<file path="config.mk">
export PLATFORM = sky130hd
export DESIGN_NAME = card_power_up_sequencer
export DESIGN_NICKNAME = d
export VERILOG_FILES = /design/src/card_power_pkg.sv /design/src/card_power_up_sequencer.sv
export VERILOG_INCLUDE_DIRS = /design/src
export SDC_FILE = /design/constraint.sdc
export NUM_CORES = 1
export LEC_CHECK = 0
export ABC_AREA = 1
export BUFFER_PORTS_ARGS = -buffer_cell sky130_fd_sc_hd__buf_2
export CAP_MARGIN = 10
export CORE_UTILIZATION = 31
export DETAILED_ROUTE_END_ITERATION = 12
export PLACE_DENSITY_LB_ADDON = 0.05
export SLEW_MARGIN = 10
export SYNTH_ARGS = -nofsm -noshare
export SYNTH_HDL_FRONTEND = slang
export SYNTH_SLANG_ARGS = --single-unit
</file>
<file path="constraint.sdc">
create_clock -name i_ref_clk -period 2.7 [get_ports i_ref_clk]
set_clock_uncertainty 0.05 [all_clocks]
set_input_delay 0.27 -clock i_ref_clk [delete_from_list [all_inputs] [get_ports i_ref_clk]]
set_output_delay 0.27 -clock i_ref_clk [all_outputs]
set_load 0.05 [all_outputs]
</file>
<file path="src/card_power_map.svh">
`ifndef CARD_POWER_MAP_SVH
`define CARD_POWER_MAP_SVH

// Clock rate and power-up timing
`define CLK_MHZ 32'h0000_0064
`define READY_TIME_US 32'h0000_03e8
`define PREP_BUS_CLOCKS 7'h4a

// Synchroniser lane positions
`define SYN_MAIN 0
`define SYN_LOW 1
`define SYN_LOWEST 2
`define SYN_BUS_CLK 3
`define SYN_CMD 4
`define SYN_CS_N 5
`define SYN_WIDTH 6

// Reset values
`define SYN_RESET 6'h00
`define CLK_CNT_RESET 7'h00

`endif

</file>
<file path="src/card_power_pkg.sv">
`default_nettype none
package card_power_pkg;
   typedef enum logic [1:0] {
      ST_OFF,
      ST_PREP,
      ST_IDLE
   } card_state_t;
endpackage : card_power_pkg
`default_nettype wire

</file>
<file path="src/card_power_up_sequencer.sv">
`timescale 1ns/10ps
`default_nettype none
`include "card_power_map.svh"

// Behaviour
// - Serial bus card accepts its first command within 1 ms of supply good.
// - Card may use up to 74 bus clocks preparing before first command.
// - After any power-up, including hot insertion, card starts idle.
// - Lane card ready for PHY init within 1 ms of later supply.
// - Lowest-voltage supply replaces the 1.8 V supply, never both together.
// - Power-off notification disables queuing, cache and self-maintenance.
// - Reset command with chip select low selects SPI, else stay silent native.
module card_power_up_sequencer #(
   parameter int READY_CYCLES = `READY_TIME_US * `CLK_MHZ
) (
   // Clock and reset
   input wire logic i_ref_clk,
   input wire logic i_reset_n,
   // Supply detectors, asynchronous
   input wire logic i_main_supply_ok,
   input wire logic i_low_voltage_supply_ok,
   input wire logic i_lowest_voltage_supply_ok,
   // Serial bus pins, asynchronous
   input wire logic i_bus_clk,
   input wire logic i_cmd_line,
   input wire logic i_cs_n,
   // Configuration from card logic
   input wire logic i_lane_mode,
   input wire logic i_lowest_supported,
   // Command and enhancement events from card logic
   input wire logic i_cmd0_rx,
   input wire logic i_enable_cmd_queuing,
   input wire logic i_enable_cache,
   input wire logic i_enable_self_maint,
   input wire logic i_power_off_notify,
   // Sequencer state
   output card_power_pkg::card_state_t o_state,
   output logic o_idle,
   output logic o_ready_for_cmd,
   output logic o_phy_init_ready,
   // Bus mode
   output logic o_spi_mode,
   output logic o_cmd0_respond,
   // Supply selection
   output logic o_use_lowest_supply,
   output logic o_supply_conflict,
   // Performance enhancements
   output logic o_cmd_queuing_en,
   output logic o_cache_en,
   output logic o_self_maint_en
);
   import card_power_pkg::*;

   localparam int TW = $clog2(READY_CYCLES + 1);

   typedef struct packed {
      card_state_t state;
      logic [TW-1:0] timer;
      logic [6:0] clk_cnt;
      logic [`SYN_WIDTH-1:0] s1;
      logic [`SYN_WIDTH-1:0] s2;
      logic [`SYN_WIDTH-1:0] s3;
      logic [`SYN_WIDTH-1:0] filt;
      logic ready;
      logic phy_ready;
      logic spi;
      logic respond;
      logic use_lowest;
      logic conflict;
      logic cq;
      logic cache;
      logic maint;
   } seq_t;

   seq_t st_r;
   seq_t st_nxt;
   logic [`SYN_WIDTH-1:0] agree;
   logic [`SYN_WIDTH-1:0] pins;
   logic supply_good;
   logic bus_clk_rise;
   logic timer_done;

   assign pins = {i_cs_n, i_cmd_line, i_bus_clk, i_lowest_voltage_supply_ok, i_low_voltage_supply_ok,
                  i_main_supply_ok};
   // Later stages agree before a change counts
   assign agree = st_r.s2 ^~ st_r.s3;
   assign supply_good = st_r.filt[`SYN_MAIN] &
                        (!i_lane_mode | st_r.filt[`SYN_LOW] | st_r.filt[`SYN_LOWEST]);
   assign bus_clk_rise = agree[`SYN_BUS_CLK] & st_r.s2[`SYN_BUS_CLK] & !st_r.filt[`SYN_BUS_CLK];
   assign timer_done = (st_r.timer == TW'(READY_CYCLES - 1));

   always_comb begin
      st_nxt = st_r;
      // Three-flop synchroniser on every pin
      st_nxt.s1 = pins;
      st_nxt.s2 = st_r.s1;
      st_nxt.s3 = st_r.s2;
      // Filtered level moves once stages agree
      st_nxt.filt = (st_r.filt & ~agree) | (st_r.s2 & agree);
      // Answer is a one-cycle pulse
      st_nxt.respond = 1'b0;
      st_nxt.use_lowest = i_lowest_supported & st_r.filt[`SYN_LOWEST];
      st_nxt.conflict = st_r.filt[`SYN_LOW] & st_r.filt[`SYN_LOWEST];
      case (st_r.state)
         ST_OFF: begin
            // Counters, ready flags, SPI mode and enhancements cleared while unpowered
            st_nxt.timer = '0;
            st_nxt.clk_cnt = `CLK_CNT_RESET;
            st_nxt.ready = 1'b0;
            st_nxt.phy_ready = 1'b0;
            st_nxt.spi = 1'b0;
            st_nxt.cq = 1'b0;
            st_nxt.cache = 1'b0;
            st_nxt.maint = 1'b0;
            if (supply_good) begin
               st_nxt.state = ST_PREP;
            end
         end
         ST_PREP: begin
            // Timer runs from supply good
            st_nxt.timer = st_r.timer + TW'(1);
            if (bus_clk_rise && !i_lane_mode && st_r.clk_cnt != `PREP_BUS_CLOCKS) begin
               st_nxt.clk_cnt = st_r.clk_cnt + 7'h01;
            end
            if (!supply_good) begin
               st_nxt.state = ST_OFF;
            end else if (timer_done || (!i_lane_mode && st_r.clk_cnt == `PREP_BUS_CLOCKS)) begin
               st_nxt.state = ST_IDLE;
               st_nxt.ready = !i_lane_mode;
               st_nxt.phy_ready = i_lane_mode;
            end
         end
         ST_IDLE: begin
            // Supply loss is a power cycle
            if (!supply_good) begin
               st_nxt.state = ST_OFF;
               st_nxt.ready = 1'b0;
               st_nxt.phy_ready = 1'b0;
            end else begin
               if (i_cmd0_rx && st_r.ready && !st_r.spi && !st_r.filt[`SYN_CS_N]) begin
                  st_nxt.spi = 1'b1;
               end
               if (i_cmd0_rx && st_r.ready && (st_r.spi || !st_r.filt[`SYN_CS_N])) begin
                  st_nxt.respond = 1'b1;
               end
               if (i_enable_cmd_queuing) begin
                  st_nxt.cq = 1'b1;
               end
               if (i_enable_cache) begin
                  st_nxt.cache = 1'b1;
               end
               if (i_enable_self_maint) begin
                  st_nxt.maint = 1'b1;
               end
               if (i_power_off_notify) begin
                  st_nxt.cq = 1'b0;
                  st_nxt.cache = 1'b0;
                  st_nxt.maint = 1'b0;
               end
            end
         end
         default: begin
            st_nxt.state = ST_OFF;
         end
      endcase
   end

   // Synchronous reset clears all state
   always_ff @(posedge i_ref_clk) begin
      if (!i_reset_n) begin
         st_r <= '{
            state: ST_OFF,
            timer: '0,
            clk_cnt: `CLK_CNT_RESET,
            s1: `SYN_RESET,
            s2: `SYN_RESET,
            s3: `SYN_RESET,
            filt: `SYN_RESET,
            default: 1'b0
         };
      end else begin
         st_r <= st_nxt;
      end
   end

   assign o_state = st_r.state;
   assign o_idle = (st_r.state == ST_IDLE);
   assign o_ready_for_cmd = st_r.ready;
   assign o_phy_init_ready = st_r.phy_ready;
   assign o_spi_mode = st_r.spi;
   assign o_cmd0_respond = st_r.respond;
   assign o_use_lowest_supply = st_r.use_lowest & !st_r.conflict;
   assign o_supply_conflict = st_r.conflict;
   assign o_cmd_queuing_en = st_r.cq;
   assign o_cache_en = st_r.cache;
   assign o_self_maint_en = st_r.maint;
endmodule : card_power_up_sequencer
`default_nettype wire

</file>
== Word level (Yosys, flattened, before mapping) ==
Index checks and enable logic that the tools add are counted.

* Output and inout bits: 12
* Input bits: 15
* Register bits after elaboration: 59
* Word-level logic and storage cells: 93

* Eq/ne operators: 16
* Add/sub/neg operators: 2
* Reduce and logical (&&, ||, !) cells: 26
* Mux-type cells: 20
* Bitwise operators: 13

{| class="wikitable"
|+ Operator list
! cell !! count
|-
| $pmux 24 s2 || 1
|-
| $reduce_and 3->1 || 6
|-
| $add 17x1->17 const B || 1
|-
| $eq 17x17->1 const B || 1
|-
| $mux 2 || 7
|-
| $and 6x6->6 || 2
|-
| $ne 3x3->1 const B || 4
|-
| $pmux 2 s3 || 2
|-
| $ne 2x2->1 const B || 5
|-
| $add 7x1->7 const B || 1
|-
| $eq 7x7->1 const B || 1
|-
| $logic_and 1x1->1 || 7
|-
| $mux 7 || 1
|-
| $ne 7x7->1 const B || 1
|-
| $and 1x1->1 || 6
|-
| $mux 3 || 2
|-
| $not 6->6 || 1
|-
| $or 6x6->6 || 1
|-
| $pmux 3 s2 || 1
|-
| $xnor 6x6->6 || 1
|-
| $logic_not 1->1 || 5
|-
| $mux 1 || 5
|-
| $ne 2x1->1 const B || 2
|-
| $reduce_and 4->1 || 1
|-
| other kinds (9) || 12
|}

== Depth between registers and ports, before layout ==
* Depth after elaboration: 7
* Gate-level depth with buffers: 11
* Depth with buffers taken out: 11

== Worst setup path before layout ==
No wires, ideal clock.

* Path kind: register to register
* From: reg st_r, in the netlist o_state[1]
* To: reg st_r, in the netlist o_spi_mode
* Setup time: 0.086 ns
* Clock period less this slack: 1.919 ns
* Required time: 2.564 ns
* Arrival: 1.783 ns
* Path buffers: 1
* Slack: 0.781 ns
* Stages on the path, launching flop included: 8
* Cell sequence: dfxtp_1 -> buf_4 -> inv_2 -> nor2_1 -> inv_1 -> nor2_1 -> a31oi_1 -> a211oi_1

* Word-level cells in the longest chain between the ends: 3
* Elaborated cells between the ends (all ways): 7
* Classes of those cells: eq/ne: 3; mux: 1; reduce/logical: 3

{| class="wikitable"
|+ Ends and longest elaborated chain
! element !! line !! RTL
|-
| start, declared || card_power_up_sequencer.sv:75 || <nowiki>seq_t st_r;</nowiki>
|-
| start signal, assigned || card_power_up_sequencer.sv:171 || <nowiki>st_r <= '{</nowiki>
|-
| start signal, assigned || card_power_up_sequencer.sv:182 || <nowiki>st_r <= st_nxt;</nowiki>
|-
| $eq 2x2->1 * || n/a ||
|-
| net o_idle || card_power_up_sequencer.sv:38 || <nowiki>output logic o_idle,</nowiki>
|-
| $ne 2x1->1 (no line) or $reduce_bool 2->1 (tied branches) || n/a ||
|-
| $reduce_and 3->1 (no line) || n/a ||
|}

Mark *: on every way through the listed nets, which the timed path passes. The rest lies on a longest branch.
A chain may end at the register's enable or synchronous reset.

== Final worst setup path ==
* From: reg st_r, in the netlist o_state[1]
* To: reg st_r[48] (netlist name)

* Word-level cells in the longest chain between the ends: 2
* Elaborated cells between the ends (all ways): 4
* Classes of those cells: eq/ne: 1; mux: 1; reduce/logical: 2

{| class="wikitable"
|+ Ends and longest elaborated chain
! element !! line !! RTL
|-
| $eq 2x1->1 or $logic_not 2->1 (tied branches) || card_power_up_sequencer.sv:104 || <nowiki>case (st_r.state)</nowiki>
|-
| $pmux 24 s2 or $reduce_bool 2->1 (tied branches) || n/a ||
|}

Several ways; a longest one is shown, not always the timed one.

==> flow_summary.yaml <==
layout:
  post_route_cells_drive_above_1_share_pct: 16.67
  nets: 360
  multi_input_comb_area_sq_mm: 0.001042
  area_growth_pct: 13.02
  fill_cells: 798
  num_antenna_cells: 0
  final-seq-area_sq_mm: 0.001101
power_and_ir_drop:
  p_per_area_mw_per_mm2: 492.4
  p_int_w: 0.001020
  p_sw_share_pct: 23.38
  leakage_nw: 1.199
  clockPowerShare_pct: 35.7
  peakVddDrop_v: 0.0002303
  p_comb_share_pct: 2.3
  power_frac_seq_pct: 61.9
  p_switching_w: 0.0003113
floorplan:
  fp.dieH_um: 89.85
  dieArea_sq_mm: 0.008072
  ios: 27
  dieWidth_um: 89.85
  core_area_sq_mm: 0.007370
  initial_utilization_pct: 32.46
  rows: 31
detailed_routing:
  drtIter0Drc: 59
  drt-total-wl_mm: 4.495
  dr.pass1.iters: 4
  via_per_inst: 4.211
  routed-wl-met3_um: 89
  drtAntennaViolNets: 0
  wl_per_cell_um: 10.19
  drcViolationCount: 0
  wl_met1_mm: 2.311
  top_layer: "met4"
  dr_total_vias: 1857
  route.met2.wl_mm: 2.024
sta:
  max_freq_mhz: 527.3
  layout_min_cycle_time_ns: 1.897
  drv_slew: 0
  rsz0062_at_grt: "false"
  setup_viol: 0
  hold_viol: 0
  tns_ns: 0
  max_slew.worst_pin.slew_ns: 0.5732
  fin_hold_ws_ns: 0.07756
  finalCritPeriodShare_pct: 70.24
  relSlewSlack_pct: 61.64
synthesis:
  synth_top_area_share_pct: 46.03
  synth_commonest_cells: "nand2_1 (66), dfxtp_1 (55), inv_1 (51)"
  synth_area_sq_mm: 0.002392
  synth.distinct_cells: 34
  yosysWarningCount: 0
  synth_ff_type: "dfxtp_1"
  synth_most_common_cell: "nand2_1"
  post-synth-top-area-cell: "dfxtp_1"
  ys_ff_latch: 55
  synth_fp_nets: 334
  synth_area_per_cell_sq_um: 7.595
  syn_inst: 315
  synth_area_leaders: "dfxtp_1 (46%), nand2_1 (10%), inv_1 (8.0%)"
  seq_area_frac_synth_pct: 46.03
  synth_edf_count: 0
  ys_async_sr_fraction_pct: 0
grt:
  grt_max_degree: 25
  grt_first_pass_wirelength_mm: 7.962
  grt_antenna_before_repair: 0
  gr-total-overflow: 0
  grt_usage_pct: 12.04
  grt_pass1_vias: 1809
cts:
  cts_root_buffer: "clkbuf_8"
  cts.htree.levels: 2
  cts_max_path_buffers: 2
  clkSinkCount: 55
  cts.clk_slew.worst_paths_ns: 0.11
  cts_hold_buf: 0
  cts_setup_buffers: 0
  cts_buffers: 5
  worstSkewPairLatency_ns: 0.31
  cts_tree: "yes"
  cts-resized-gates: 0
job:
  maxCapViolCount: 0
run_status:
  status: "finished, final reports clean"
setup_path:
  arrival_ns: 2.09
  endpoint_kind: "flip-flop"
  critPathKind: "flip-flop to flip-flop"
  path_max_fanout: 8
  crit_path_start_kind: "flip-flop"
  crit_required_ns: 2.89
hold_path:
  hold_class: "input pin to flip-flop"
placement:
  hpwlAfterDp_mm: 3.388
  gp_congestion: 0.6924
  port_buffers: 25
==> cell type report <==
type | count | share of cell area [%]
flip-flops and latches | 55 | 40.72
multi-input cells | 198 | 38.55
inverters | 54 | 7.497
repair buffers | 27 | 5.183
well taps | 99 | 4.581
clock buffers | 5 | 2.545
clock inverters | 3 | 0.9255
==> metal layers <==
metal | vias up | GRT usage (%)
li1 | 1040 | -
met1 | 796 | 15.14
met2 | 15 | 20.19
met3 | 6 | 2.792
met4 | 0 | 4.098
met5 | - | 0
==> path summary, 6_finish.rpt <==
kind                                    from  cells past startpoint  slack (ns)          to
hold / removal    i_lowest_voltage_supply_ok                      3        0.08  st_nxt[23]
hold reg to reg                   st_nxt[24]                      2        0.37  st_nxt[18]
setup / recovery                  o_state[1]                      4        0.80    st_r[48]
setup reg to reg                  o_state[1]                      4        0.80    st_r[48]
==> placed cells by master, fill, tap and decap left out, drive strengths merged, types with 2 or more instances in the layout <==
master / count
nand4: 4
a31oi: 2
and3: 2
o21ai: 15
inv: 54
dfxtp: 55
clkbuf: 5
nor2: 42
nand3: 17
nand2: 71
nor3: 7
clkinv: 2
a211oi: 4
buf: 27
a21oi: 22
ha: 4
==> kinds of logic after synthesis <==
group / count (synthesis) / synth area share, %
DFF: 55 / 46.03
and+or+nand+nor: 146 / 30.07
xor gates and xnor gates: 1 / 0.3662
AOI/OAI and AO/OA: 47 / 11.04
buffers and inverters: 62 / 10.41
adders and majority gates: 4 / 2.092
==> state kept, by name, indices dropped and copies added (netlist names), named ones only <==
name	flops
o_cache_en	1
o_state	2
o_self_maint_en	1
st_nxt	10
o_spi_mode	1
st_r	30
o_ready_for_cmd	1
o_cmd_queuing_en	1
o_cmd0_respond	1
o_phy_init_ready	1
o_supply_conflict	1
==> power groups by stage <==
| stage | clock network, W | registers (W) | logic (W) |
|---|---|---|---|
| finish | 0.000476 | 0.000824 | 0.0000311 |
| CTS | 0.000497 | 0.000825 | 0.0000325 |
| global placement | 0 | 0.000843 | 0.0000319 |
| global route | 0.000533 | 0.000826 | 0.0000365 |
| detailed placement | 0 | 0.000843 | 0.0000323 |
| floorplan | 0 | 0.000842 | 0.0000184 |
==> critical path, stage by stage, from the launching register on <==
cell and delay, ns:
dfxtp_1 0.64, nor2_1 0.16, nor2_1 0.47, inv_1 0.26, a211oi_1 0.25
==> metrics by stage <==
step	area, sq um	setup WS (ns)	total power [W]	utilization (%)	std cells
after floorplan	2392	0.7813	0.0008608	-	315
after global placement	2610	0.7420	0.0008749	35.42	433
after detailed placement	2610	0.7564	0.0008755	35.42	433
after CTS	2704	0.7375	0.001354	36.69	441
after global routing	2704	0.6378	0.001395	36.69	441
final	2704	0.8035	0.001332	36.69	441
(Power assumes the default switching activity.)
